**src/include/ccu_defines.svh**
```systemverilog
`ifndef CCU_DEFINES_SVH
`define CCU_DEFINES_SVH

// Register map, byte addresses
`define CCU_VAL_BASE 12'h000
`define CCU_CFG_BASE 12'h080
`define CCU_TCTL_BASE 12'h100
`define CCU_TVAL_BASE 12'h110
`define CCU_TREL_BASE 12'h120
`define CCU_IRQ_STAT 12'h130
`define CCU_IRQ_MASK 12'h134

// Address decode slices
`define CCU_BANK_HI 11
`define CCU_BANK_LO 7
`define CCU_BANK_VAL 5'h00
`define CCU_BANK_CFG 5'h01
`define CCU_TBANK_HI 11
`define CCU_TBANK_LO 4

// Channel configuration fields
`define CCU_CFG_W 8
`define CCU_CFG_FUNC_HI 2
`define CCU_CFG_FUNC_LO 0
`define CCU_CFG_TSEL 3
`define CCU_CFG_EDGE_HI 5
`define CCU_CFG_EDGE_LO 4
`define CCU_CFG_SINGLE 6
`define CCU_CFG_DOUBLE 7
`define CCU_EDGE_RISE 0
`define CCU_EDGE_FALL 1

// Timer control fields
`define CCU_TCTL_W 4
`define CCU_TCTL_RUN 0
`define CCU_TCTL_SEL_HI 3
`define CCU_TCTL_SEL_LO 1

// Timing
`define CCU_PRE_W 9
`define CCU_PRE_STEP 3
`define CCU_TMR_MAX 16'hFFFF

// Reset values
`define CCU_CFG_RST 8'h00
`define CCU_TCTL_RST 4'h0
`define CCU_WORD_RST 32'h0000_0000
`define CCU_HALF_RST 16'h0000

// AXI responses
`define CCU_RESP_OKAY 2'b00
`define CCU_RESP_SLVERR 2'b10

`endif

```
**src/include/ccu_pkg.sv**
```systemverilog
package ccu_pkg;

   // Channel function
   typedef enum logic [2:0] {
      FUNC_OFF = 3'h0,
      FUNC_CAPTURE = 3'h1,
      FUNC_CMP0 = 3'h4,
      FUNC_CMP1 = 3'h5,
      FUNC_CMP2 = 3'h6,
      FUNC_CMP3 = 3'h7
   } cc_func_t;

   // Timer count source
   typedef enum logic [2:0] {
      CLK_DIV1 = 3'h0,
      CLK_DIV8 = 3'h1,
      CLK_DIV64 = 3'h2,
      CLK_DIV512 = 3'h3,
      CLK_GP_OVF = 3'h4,
      CLK_EXT = 3'h5
   } cnt_src_t;

endpackage : ccu_pkg

```
**src/rtl/dual_array_capture_compare.sv**
```systemverilog
// How it works
// Thirty-two channels, one-cycle or eight-cycle resolution.
// Two reloadable 16-bit timers per array.
// Timer clock: prescaled system clock or gp overflow.
// First timer of each array counts external events.
// Sixteen registers per array, timer and function selectable.
// Twelve array-two registers own one port pin.
// Mode 0: interrupt only, every match.
// Mode 1: pin toggles on every match.
// Mode 2: interrupt only, once per period.
// Mode 3: set on match, clear on overflow.
// Double register: two registers toggle one pin.
// Single event option disarms after one action.
// Capture latches assigned timer on pin event.
// Each capture raises its own interrupt request.
// Capture edge: rising, falling or both.
// Compare runs on every timer update.
// Match performs the configured mode's action.
// Overflow reloads timer from its reload register.
// Outside signals stay stable long enough to sample.
`timescale 1ns/1ns
`include "ccu_defines.svh"

module dual_array_capture_compare
   import ccu_pkg::*;
#(
   parameter int NCH = 16,
   parameter int NPIN = 12
) (
   // Clock and reset
   input wire logic aclk,
   input wire logic aresetn,
   // AXI4-Lite write address
   input wire logic [11:0] s_axi_awaddr,
   input wire logic [2:0] s_axi_awprot,
   input wire logic s_axi_awvalid,
   output logic s_axi_awready,
   // AXI4-Lite write data
   input wire logic [31:0] s_axi_wdata,
   input wire logic [3:0] s_axi_wstrb,
   input wire logic s_axi_wvalid,
   output logic s_axi_wready,
   // AXI4-Lite write response
   output logic [1:0] s_axi_bresp,
   output logic s_axi_bvalid,
   input wire logic s_axi_bready,
   // AXI4-Lite read address
   input wire logic [11:0] s_axi_araddr,
   input wire logic [2:0] s_axi_arprot,
   input wire logic s_axi_arvalid,
   output logic s_axi_arready,
   // AXI4-Lite read data
   output logic [31:0] s_axi_rdata,
   output logic [1:0] s_axi_rresp,
   output logic s_axi_rvalid,
   input wire logic s_axi_rready,
   // Count sources
   input wire logic gp_ovf_pulse,
   input wire logic [1:0] ext_count_in,
   // Array-two port pins
   input wire logic [NPIN-1:0] cc_pin_in,
   output logic [NPIN-1:0] cc_pin_out,
   output logic [NPIN-1:0] cc_pin_oe,
   // Interrupt
   output logic irq
);

   localparam int NTOT = 2 * NCH;
   localparam int NTMR = 4;

   logic [15:0] val_r [NTOT];
   logic [`CCU_CFG_W-1:0] cfg_r [NTOT];
   logic [`CCU_TCTL_W-1:0] tctl_r [NTMR];
   logic [15:0] tmr_r [NTMR];
   logic [15:0] rel_r [NTMR];
   logic [NTOT-1:0] stat_r;
   logic [NTOT-1:0] mask_r;
   logic [NTOT-1:0] done_r;
   logic [NCH-1:0] out_r;
   logic [NTMR-1:0] upd_r;
   logic [`CCU_PRE_W-1:0] pre_r;
   logic [NPIN-1:0] pin_s1_r, pin_s2_r, pin_d_r;
   logic [1:0] ext_s1_r, ext_s2_r, ext_d_r;
   logic bvalid_r, rvalid_r;
   logic [1:0] bresp_r, rresp_r;
   logic [31:0] rdata_r;

   logic [NTMR-1:0] tick, ovf;
   logic [NTOT-1:0] match, act, cap_ev;
   logic [NCH-1:0] out_nxt;
   logic wr_fire, rd_fire;
   logic [31:0] rdata_nxt;
   logic rd_err;

   function automatic logic [31:0] merge(input logic [31:0] old, input logic [31:0] data, input logic [3:0] strb);
      logic [31:0] res;
      res = old;
      for (int b = 0; b < 4; b++) begin
         if (strb[b]) begin
            res[8*b +: 8] = data[8*b +: 8];
         end
      end
      return res;
   endfunction : merge

   function automatic cc_func_t func_of(input logic [`CCU_CFG_W-1:0] cfg);
      return cc_func_t'(cfg[`CCU_CFG_FUNC_HI:`CCU_CFG_FUNC_LO]);
   endfunction : func_of

   function automatic logic is_cmp(input logic [`CCU_CFG_W-1:0] cfg);
      return cfg[`CCU_CFG_FUNC_HI];
   endfunction : is_cmp

   function automatic int tmr_of(input int c, input logic [`CCU_CFG_W-1:0] cfg);
      return 2 * (c / NCH) + int'(cfg[`CCU_CFG_TSEL]);
   endfunction : tmr_of

   // Write address and data are taken together; no write outstanding
   assign wr_fire = s_axi_awvalid && s_axi_wvalid && !bvalid_r;
   assign s_axi_awready = wr_fire;
   assign s_axi_wready = wr_fire;
   assign rd_fire = s_axi_arvalid && !rvalid_r;
   assign s_axi_arready = rd_fire;
   assign s_axi_bvalid = bvalid_r;
   assign s_axi_bresp = bresp_r;
   assign s_axi_rvalid = rvalid_r;
   assign s_axi_rresp = rresp_r;
   assign s_axi_rdata = rdata_r;

   function automatic logic wr_hit(input logic [11:0] base);
      return wr_fire && (s_axi_awaddr[11:2] == base[11:2]);
   endfunction : wr_hit

   // Pins and external count inputs pass two flops before use
   always_ff @(posedge aclk) begin
      if (!aresetn) begin
         pin_s1_r <= '0;
         pin_s2_r <= '0;
         pin_d_r <= '0;
         ext_s1_r <= '0;
         ext_s2_r <= '0;
         ext_d_r <= '0;
      end else begin
         pin_s1_r <= cc_pin_in;
         pin_s2_r <= pin_s1_r;
         pin_d_r <= pin_s2_r;
         ext_s1_r <= ext_count_in;
         ext_s2_r <= ext_s1_r;
         ext_d_r <= ext_s2_r;
      end
   end

   always_ff @(posedge aclk) begin
      if (!aresetn) begin
         pre_r <= '0;
      end else begin
         pre_r <= pre_r + 1'b1;
      end
   end

   // Count enables per timer
   always_comb begin
      for (int t = 0; t < NTMR; t++) begin
         logic [`CCU_PRE_W-1:0] pm;
         cnt_src_t src;
         pm = '0;
         src = cnt_src_t'(tctl_r[t][`CCU_TCTL_SEL_HI:`CCU_TCTL_SEL_LO]);
         unique case (src)
            CLK_DIV1: tick[t] = 1'b1;
            CLK_DIV8: begin
               pm = `CCU_PRE_W'((1 << `CCU_PRE_STEP) - 1);
               tick[t] = (pre_r & pm) == '0;
            end
            CLK_DIV64: begin
               pm = `CCU_PRE_W'((1 << (2 * `CCU_PRE_STEP)) - 1);
               tick[t] = (pre_r & pm) == '0;
            end
            CLK_DIV512: tick[t] = pre_r == '0;
            CLK_GP_OVF: tick[t] = gp_ovf_pulse;
            CLK_EXT: tick[t] = (t % 2 == 0) && ext_s2_r[t/2] && !ext_d_r[t/2];
            default: tick[t] = 1'b0;
         endcase
         tick[t] = tick[t] && tctl_r[t][`CCU_TCTL_RUN];
         ovf[t] = tick[t] && (tmr_r[t] == `CCU_TMR_MAX);
      end
   end

   // Timers, reload registers and timer control
   always_ff @(posedge aclk) begin
      if (!aresetn) begin
         for (int t = 0; t < NTMR; t++) begin
            tmr_r[t] <= `CCU_HALF_RST;
            rel_r[t] <= `CCU_HALF_RST;
            tctl_r[t] <= `CCU_TCTL_RST;
         end
         upd_r <= '0;
      end else begin
         for (int t = 0; t < NTMR; t++) begin
            upd_r[t] <= tick[t];
            if (wr_hit(`CCU_TVAL_BASE + 12'(4 * t))) begin
               tmr_r[t] <= 16'(merge(32'(tmr_r[t]), s_axi_wdata, s_axi_wstrb));
            end else if (ovf[t]) begin
               tmr_r[t] <= rel_r[t];
            end else if (tick[t]) begin
               tmr_r[t] <= tmr_r[t] + 16'h0001;
            end
            if (wr_hit(`CCU_TREL_BASE + 12'(4 * t))) begin
               rel_r[t] <= 16'(merge(32'(rel_r[t]), s_axi_wdata, s_axi_wstrb));
            end
            if (wr_hit(`CCU_TCTL_BASE + 12'(4 * t))) begin
               tctl_r[t] <= `CCU_TCTL_W'(merge(32'(tctl_r[t]), s_axi_wdata, s_axi_wstrb));
            end
         end
      end
   end

   // Per-channel match, action and capture event
   always_comb begin
      for (int c = 0; c < NTOT; c++) begin
         int t;
         int j;
         logic rise, fall;
         t = tmr_of(c, cfg_r[c]);
         j = c - NCH;
         rise = 1'b0;
         fall = 1'b0;
         if (c >= NCH && j < NPIN) begin
            rise = pin_s2_r[j] && !pin_d_r[j];
            fall = !pin_s2_r[j] && pin_d_r[j];
         end
         // Compared on every update of the assigned timer
         match[c] = is_cmp(cfg_r[c]) && upd_r[t] && (tmr_r[t] == val_r[c]);
         unique case (func_of(cfg_r[c]))
            FUNC_CMP0, FUNC_CMP1: act[c] = match[c];
            FUNC_CMP2, FUNC_CMP3: act[c] = match[c] && !done_r[c];
            default: act[c] = 1'b0;
         endcase
         cap_ev[c] = (func_of(cfg_r[c]) == FUNC_CAPTURE) &&
            ((cfg_r[c][`CCU_CFG_EDGE_LO + `CCU_EDGE_RISE] && rise) ||
             (cfg_r[c][`CCU_CFG_EDGE_LO + `CCU_EDGE_FALL] && fall));
      end
   end

   // Array-two pin levels
   always_comb begin
      out_nxt = out_r;
      for (int j = 0; j < NCH; j++) begin
         int c;
         int p;
         c = NCH + j;
         p = c;
         unique case (func_of(cfg_r[c]))
            FUNC_CMP1: begin
               if (act[c]) begin
                  out_nxt[j] = !out_nxt[j];
               end
            end
            FUNC_CMP3: begin
               if (ovf[tmr_of(c, cfg_r[c])]) begin
                  out_nxt[j] = 1'b0;
               end
               if (act[c]) begin
                  out_nxt[j] = 1'b1;
               end
            end
            default: out_nxt[j] = out_nxt[j];
         endcase
         // Upper half of a pair toggles the lower register's pin
         if (j < NCH / 2) begin
            p = c + NCH / 2;
            if (cfg_r[c][`CCU_CFG_DOUBLE] && act[p]) begin
               out_nxt[j] = !out_nxt[j];
            end
            if (cfg_r[c][`CCU_CFG_DOUBLE] && act[c] && func_of(cfg_r[c]) != FUNC_CMP1) begin
               out_nxt[j] = !out_nxt[j];
            end
         end
      end
   end

   always_ff @(posedge aclk) begin
      if (!aresetn) begin
         out_r <= '0;
      end else begin
         out_r <= out_nxt;
      end
   end

   always_comb begin
      for (int j = 0; j < NPIN; j++) begin
         cc_pin_out[j] = out_r[j];
         cc_pin_oe[j] = func_of(cfg_r[NCH + j]) == FUNC_CMP1 || func_of(cfg_r[NCH + j]) == FUNC_CMP3 ||
            cfg_r[NCH + j][`CCU_CFG_DOUBLE];
      end
   end

   // Once-per-period latch, released by the assigned timer's overflow
   always_ff @(posedge aclk) begin
      if (!aresetn) begin
         done_r <= '0;
      end else begin
         for (int c = 0; c < NTOT; c++) begin
            if (act[c]) begin
               done_r[c] <= 1'b1;
            end else if (ovf[tmr_of(c, cfg_r[c])] || !is_cmp(cfg_r[c])) begin
               done_r[c] <= 1'b0;
            end
         end
      end
   end

   // Channel values and configuration
   always_ff @(posedge aclk) begin
      if (!aresetn) begin
         for (int c = 0; c < NTOT; c++) begin
            val_r[c] <= `CCU_HALF_RST;
            cfg_r[c] <= `CCU_CFG_RST;
         end
      end else begin
         for (int c = 0; c < NTOT; c++) begin
            if (cap_ev[c]) begin
               val_r[c] <= tmr_r[tmr_of(c, cfg_r[c])];
            end else if (wr_hit(`CCU_VAL_BASE + 12'(4 * c))) begin
               val_r[c] <= 16'(merge(32'(val_r[c]), s_axi_wdata, s_axi_wstrb));
            end
            // Hardware disarm wins over a same-cycle write
            if (act[c] && cfg_r[c][`CCU_CFG_SINGLE]) begin
               cfg_r[c][`CCU_CFG_FUNC_HI:`CCU_CFG_FUNC_LO] <= FUNC_OFF;
            end else if (wr_hit(`CCU_CFG_BASE + 12'(4 * c))) begin
               cfg_r[c] <= `CCU_CFG_W'(merge(32'(cfg_r[c]), s_axi_wdata, s_axi_wstrb));
            end
         end
      end
   end

   // Interrupt status: set wins over write-one-to-clear
   always_ff @(posedge aclk) begin
      if (!aresetn) begin
         stat_r <= '0;
         mask_r <= '0;
      end else begin
         stat_r <= (stat_r & ~(wr_hit(`CCU_IRQ_STAT) ? merge(`CCU_WORD_RST, s_axi_wdata, s_axi_wstrb) :
            `CCU_WORD_RST)) | cap_ev | act;
         if (wr_hit(`CCU_IRQ_MASK)) begin
            mask_r <= merge(mask_r, s_axi_wdata, s_axi_wstrb);
         end
      end
   end

   assign irq = |(stat_r & mask_r);

   // Read decode
   always_comb begin
      logic [11:0] a;
      a = s_axi_araddr;
      rdata_nxt = `CCU_WORD_RST;
      rd_err = 1'b0;
      if (a[`CCU_BANK_HI:`CCU_BANK_LO] == `CCU_BANK_VAL) begin
         rdata_nxt = 32'(val_r[a[6:2]]);
      end else if (a[`CCU_BANK_HI:`CCU_BANK_LO] == `CCU_BANK_CFG) begin
         rdata_nxt = 32'(cfg_r[a[6:2]]);
      end else if ((a >> `CCU_TBANK_LO) == (`CCU_TCTL_BASE >> `CCU_TBANK_LO)) begin
         rdata_nxt = 32'(tctl_r[a[3:2]]);
      end else if ((a >> `CCU_TBANK_LO) == (`CCU_TVAL_BASE >> `CCU_TBANK_LO)) begin
         rdata_nxt = 32'(tmr_r[a[3:2]]);
      end else if ((a >> `CCU_TBANK_LO) == (`CCU_TREL_BASE >> `CCU_TBANK_LO)) begin
         rdata_nxt = 32'(rel_r[a[3:2]]);
      end else if (a[11:2] == 10'(`CCU_IRQ_STAT >> 2)) begin
         rdata_nxt = stat_r;
      end else if (a[11:2] == 10'(`CCU_IRQ_MASK >> 2)) begin
         rdata_nxt = mask_r;
      end else begin
         rd_err = 1'b1;
      end
   end

   function automatic logic wr_mapped(input logic [11:0] a);
      // Every word up to the mask register is mapped, status included
      return a[11:2] <= 10'(`CCU_IRQ_MASK >> 2);
   endfunction : wr_mapped

   // Bus responses
   always_ff @(posedge aclk) begin
      if (!aresetn) begin
         bvalid_r <= 1'b0;
         bresp_r <= `CCU_RESP_OKAY;
      end else if (wr_fire) begin
         bvalid_r <= 1'b1;
         bresp_r <= wr_mapped(s_axi_awaddr) ? `CCU_RESP_OKAY : `CCU_RESP_SLVERR;
      end else if (s_axi_bready) begin
         bvalid_r <= 1'b0;
      end
   end

   always_ff @(posedge aclk) begin
      if (!aresetn) begin
         rvalid_r <= 1'b0;
         rresp_r <= `CCU_RESP_OKAY;
         rdata_r <= `CCU_WORD_RST;
      end else if (rd_fire) begin
         rvalid_r <= 1'b1;
         rresp_r <= rd_err ? `CCU_RESP_SLVERR : `CCU_RESP_OKAY;
         rdata_r <= rdata_nxt;
      end else if (s_axi_rready) begin
         rvalid_r <= 1'b0;
      end
   end

endmodule : dual_array_capture_compare

```
**config.mk**
```make
export PLATFORM = sky130hd
export DESIGN_NAME = dual_array_capture_compare
export DESIGN_NICKNAME = d
export VERILOG_FILES = /design/src/include/ccu_pkg.sv /design/src/rtl/dual_array_capture_compare.sv
export VERILOG_INCLUDE_DIRS = /design/src /design/src/include
export SDC_FILE = /design/constraint.sdc
export NUM_CORES = 2
export LEC_CHECK = 0
export CORE_MARGIN = 5
export CORE_UTILIZATION = 30
export DETAILED_ROUTE_END_ITERATION = 8
export DONT_BUFFER_PORTS = 1
export PLACE_DENSITY = 0.42
export SYNTH_ARGS = -nofsm -noshare
export SYNTH_HDL_FRONTEND = slang
export SYNTH_SLANG_ARGS = --single-unit
```
**constraint.sdc**
```tcl
create_clock -name aclk -period 3.6 [get_ports aclk]
set_input_delay 0.72 -clock aclk [delete_from_list [all_inputs] [get_ports aclk]]
set_output_delay 0.72 -clock aclk [all_outputs]
set_load 0.03 [all_outputs]
```
==> results.json <==
{
  "synth-main-ff-cell": "edfxtp_1",
  "io_buffers": 0,
  "io_pins": 154,
  "p_sw_frac": 0.2716,
  "clock-skew-final_ns": 0.04991,
  "worstSetupPathType": "flip-flop to flip-flop",
  "cts-root-buf": "clkbuf_16",
  "worstSetupStartpointType": "flip-flop",
  "initial_core_util": 0.3018,
  "fin_tns_setup_ns": 0,
  "drc": 0,
  "clk_latency_ns": 0.84,
  "hpwl_um": 230500,
  "crit_path_max_fanout": 13,
  "r2r_end": "out_r[6]$_SDFF_PN0_",
  "drv_cap": 0,
  "synth.distinct_cells": 79,
  "yosysWarnings": 0,
  "ant_nets": 0,
  "syn_inst": 5928,
  "grt_pass1_wl_um": 432200,
  "via_per_inst": 5.686,
  "synth.avg_cell_area_um2": 11.19,
  "synth_mux_area_frac": 0.1842,
  "async_flop_share": 0,
  "synth_xor_area_frac": 0.07621,
  "final_nets": 6064,
  "grt_pass1_vias": 49090,
  "min_path_type": "input port to flip-flop",
  "die_w_um": 480.2,
  "worst_pin_slew_ns": 1.255,
  "antenna_found_initial": 36,
  "rr_worst_depth": 10,
  "cts_buffers": 139,
  "p_clk_frac": 0.432,
  "required_ns": 4.30,
  "synth_top_family_by_area": "multiplexers",
  "rsz0062_at_grt": "no",
  "grt_max_degree": 261,
  "p_seq_frac": 0.442,
  "r2r_start": "upd_r[2]$_SDFF_PN0_",
  "first_pass_iters": 6,
  "multiInputGateArea_um2": 32450,
  "drive_gt1_frac": 0.1601,
  "p_leak_nw": 26.87,
  "die_area_um2": 230500,
  "combPwrFrac": 0.127,
  "maxSlewViolCount": 0,
  "synthAdderAreaFrac": 0.001132,
  "maxSlewHeadroom": 0.1625,
  "holdPathEnd": "mask_r[25]$_SDFFE_PN0P_",
  "grt_use_total": 0.2712,
  "fin_crit_sh": 0.9862,
  "path_clk_slew_ns": 0.06,
  "ys_ff_latch": 1111,
  "outcome": "complete, no violations",
  "layout_min_cycle_time_ns": 3.550,
  "arrival_ns": 4.25,
  "gp_congestion": 0.9362,
  "wire_per_inst_um": 35.45,
  "yosysSeqAreaShare": 0.4731,
  "overflow": 0,
  "die_h_um": 480.2,
  "cellPowerDensity_nw_per_um2": 444.1,
  "rows": 172,
  "cts_max_path_buffers": 3,
  "synth-simple-area-share": 0.1555,
  "wirelength_um": 321700,
  "area.sequential_um2": 31370,
  "synth_compound_area_frac": 0.07130,
  "cts_tree": "built",
  "internal_power_mw": 24.81,
  "synthToLayoutAreaGrowth_pct": 15.68,
  "dr.first_iter.drc_count": 6918,
  "min_from": "s_axi_wdata[25]",
  "setup_viol": 0,
  "dr_total_vias": 51590,
  "rrSetupSlack_ns": 0.05,
  "synth_edf_count": 912,
  "cp-end-kind": "flip-flop",
  "fmax_ghz": 0.2817,
  "peakVddDrop_mv": 0.5088,
  "switching_power_mw": 9.253,
  "n_fill_cell": 21680,
  "holdPathStages": 2,
  "fp.coreArea_um2": 219700,
  "cts.sinks": 1111,
  "cts.repair.resized": 0,
  "htree_levels": 4,
  "synth_area_um2": 66310,
  "hold_viol_final": 0,
  "power_mw": 34.07
}
-- power groups by stage --
stage          registers (mW)  logic [mW]  clock network, mW
2_1_floorplan            15.0        2.80                  0
3_3_place_gp             15.3        4.19                  0
3_5_place_dp             15.3        4.20                  0
4_1_cts                  15.0        4.23               14.9
5_1_grt                  15.1        4.43               15.4
6_report                 15.0        4.32               14.7
-- final cells by class --
cell class | count | area share
Multi-Input combinational cell | 4207 | 0.4230
Timing Repair Buffer | 447 | 0.05461
Clock inverter | 72 | 0.008955
Clock buffer | 183 | 0.05193
Inverter | 64 | 0.003230
Tap cell | 2958 | 0.04825
Sequential cell | 1111 | 0.4090
Antenna cell | 32 | 0.001044
-- cells in the final DEF (no fill, tap or decap), drive strengths merged, types with 50 or more instances in the layout --
cell | synthesis | final
and2 | 549 | 549
clkinv | 1 | 52
edfxtp | 912 | 912
mux4 | 276 | 276
mux2i | 590 | 590
xor2 | 159 | 159
nor2 | 301 | 301
dfxtp | 199 | 199
nand2 | 621 | 621
o21ai | 181 | 181
and3 | 50 | 50
buf | 160 | 434
o31ai | 169 | 169
nor3 | 115 | 115
inv | 63 | 70
a21oi | 146 | 146
xnor2 | 418 | 418
clkbuf | 387 | 183
nor4 | 105 | 105
nand3 | 116 | 116
nand4 | 65 | 65
-- worst max path at each step --
stage,from,to,slack [ns],cells past startpoint
2_1_floorplan,s_axi_awaddr[3],val_r[16][0]$_SDFFCE_PN0P_,0.41,6
3_3_place_gp,upd_r[2]$_SDFF_PN0_,out_r[6]$_SDFF_PN0_,0.18,10
3_5_place_dp,upd_r[2]$_SDFF_PN0_,out_r[6]$_SDFF_PN0_,0.18,10
4_1_cts,upd_r[2]$_SDFF_PN0_,out_r[6]$_SDFF_PN0_,0.16,10
5_1_grt,upd_r[2]$_SDFF_PN0_,cfg_r[22][7]$_SDFFCE_PN0P_,0.004,11
6_report,upd_r[2]$_SDFF_PN0_,out_r[6]$_SDFF_PN0_,0.05,10
-- Yosys cell counts, drive strengths merged, types with 6 or more instances --
| cell | instances | share of area |
|---|---|---|
| nor4 | 105 | 0.011 |
| xnor2 | 418 | 0.055 |
| buf | 160 | 0.013 |
| nor2 | 301 | 0.017 |
| dfxtp | 199 | 0.060 |
| mux2 | 7 | 0.0012 |
| edfxtp | 912 | 0.41 |
| a311oi | 7 | 0.00092 |
| mux4 | 276 | 0.094 |
| o211a | 6 | 0.00091 |
| nand3b | 29 | 0.0033 |
| nor2b | 15 | 0.0014 |
| or4 | 11 | 0.0013 |
| nor3 | 115 | 0.0087 |
| mux2i | 590 | 0.089 |
| o221ai | 12 | 0.0017 |
| o2111a | 6 | 0.0010 |
| a21o | 14 | 0.0016 |
| nand2 | 621 | 0.035 |
| clkbuf | 387 | 0.022 |
| o22ai | 11 | 0.0010 |
| a31oi | 8 | 0.00075 |
| nand4 | 65 | 0.0062 |
| nand2b | 24 | 0.0024 |
| o211ai | 25 | 0.0028 |
| a2111oi | 9 | 0.0013 |
| a211oi | 32 | 0.0036 |
| nand3 | 116 | 0.0088 |
| xor2 | 159 | 0.021 |
| a22oi | 23 | 0.0026 |
| or3 | 8 | 0.00075 |
| o21ai | 181 | 0.014 |
| o2111ai | 11 | 0.0015 |
| ha | 6 | 0.0011 |
| a21oi | 146 | 0.011 |
| o21a | 18 | 0.0020 |
| and3 | 50 | 0.0047 |
| inv | 63 | 0.0036 |
| o31ai | 169 | 0.019 |
| a221oi | 15 | 0.0020 |
| a22o | 6 | 0.00079 |
| nor3b | 6 | 0.00068 |
| and2 | 549 | 0.052 |
-- layer usage --
layer  track usage  part of all wire  wire length, um  up-vias
met5             0          0.000040               13        -
met4        0.1262             0.052            16830        2
met3       0.06181             0.092            29650      543
met2        0.4132              0.44           141800     2803
met1        0.3661              0.41           133400    26450
li1              -                 -                -    21790
-- sequential cells by signal (all words and copies together), names as in the netlist, 2 cells and up --
| name | cells |
|---|---|
| pin_s2_r | 12 |
| mask_r | 32 |
| ext_s2_r | 2 |
| val_r | 512 |
| rel_r | 64 |
| upd_r | 4 |
| stat_r | 32 |
| done_r | 32 |
| pin_d_r | 12 |
| out_r | 12 |
| pin_s1_r | 12 |
| s_axi_rdata | 32 |
| tmr_r | 64 |
| ext_d_r | 2 |
| pre_r | 9 |
| ext_s1_r | 2 |
| tctl_r | 16 |
| cfg_r | 256 |
-- critical path, stage by stage (launching register included) --
cell and delay [ns]:
dfxtp_1 0.99, buf_4 0.29, nor2_1 0.05, a2111oi_0 0.59
buf_4 0.24, nand4_1 0.19, buf_4 0.24, or4_1 0.49
nand3_1 0.12, a21oi_1 0.05, o21a_1 0.18
-- stage by stage --
stage | hold slack [ns] | setup slack, ns | util | instances | cell area, um2
CTS | 0.0004525 | 0.1599 | 0.3485 | 9037 | 76580
floorplan | 0.4119 | 0.4085 | - | 5929 | 66320
global placement | 0.4137 | 0.1837 | 0.3267 | 8769 | 71780
finish | 0.05691 | 0.04981 | 0.3491 | 9074 | 76710
detailed placement | 0.4186 | 0.1824 | 0.3267 | 8769 | 71780
global route | 0.04132 | 0.004362 | 0.3488 | 9043 | 76630
-- timing repair --
item | CTS | global route
setup buffers | 0 | 5
hold buffers | 13 | 0
endpoints found under the setup margin | 0 | 10
endpoints found under the hold margin | 13 | 0
-- cell families (layout without fill, tap and decap cells) --
group                      count (synthesis)  after routing
and+or+nand+nor                         2030           2030
DFF                                     1111           1111
muxes                                    873            873
AOI/OAI and AO/OA                        719            719
buffers and inverters                    611            766
xor gates and xnor gates                 577            577
adders and majority gates                  6              6
other                                      1             34
(Power assumes the default switching activity.)
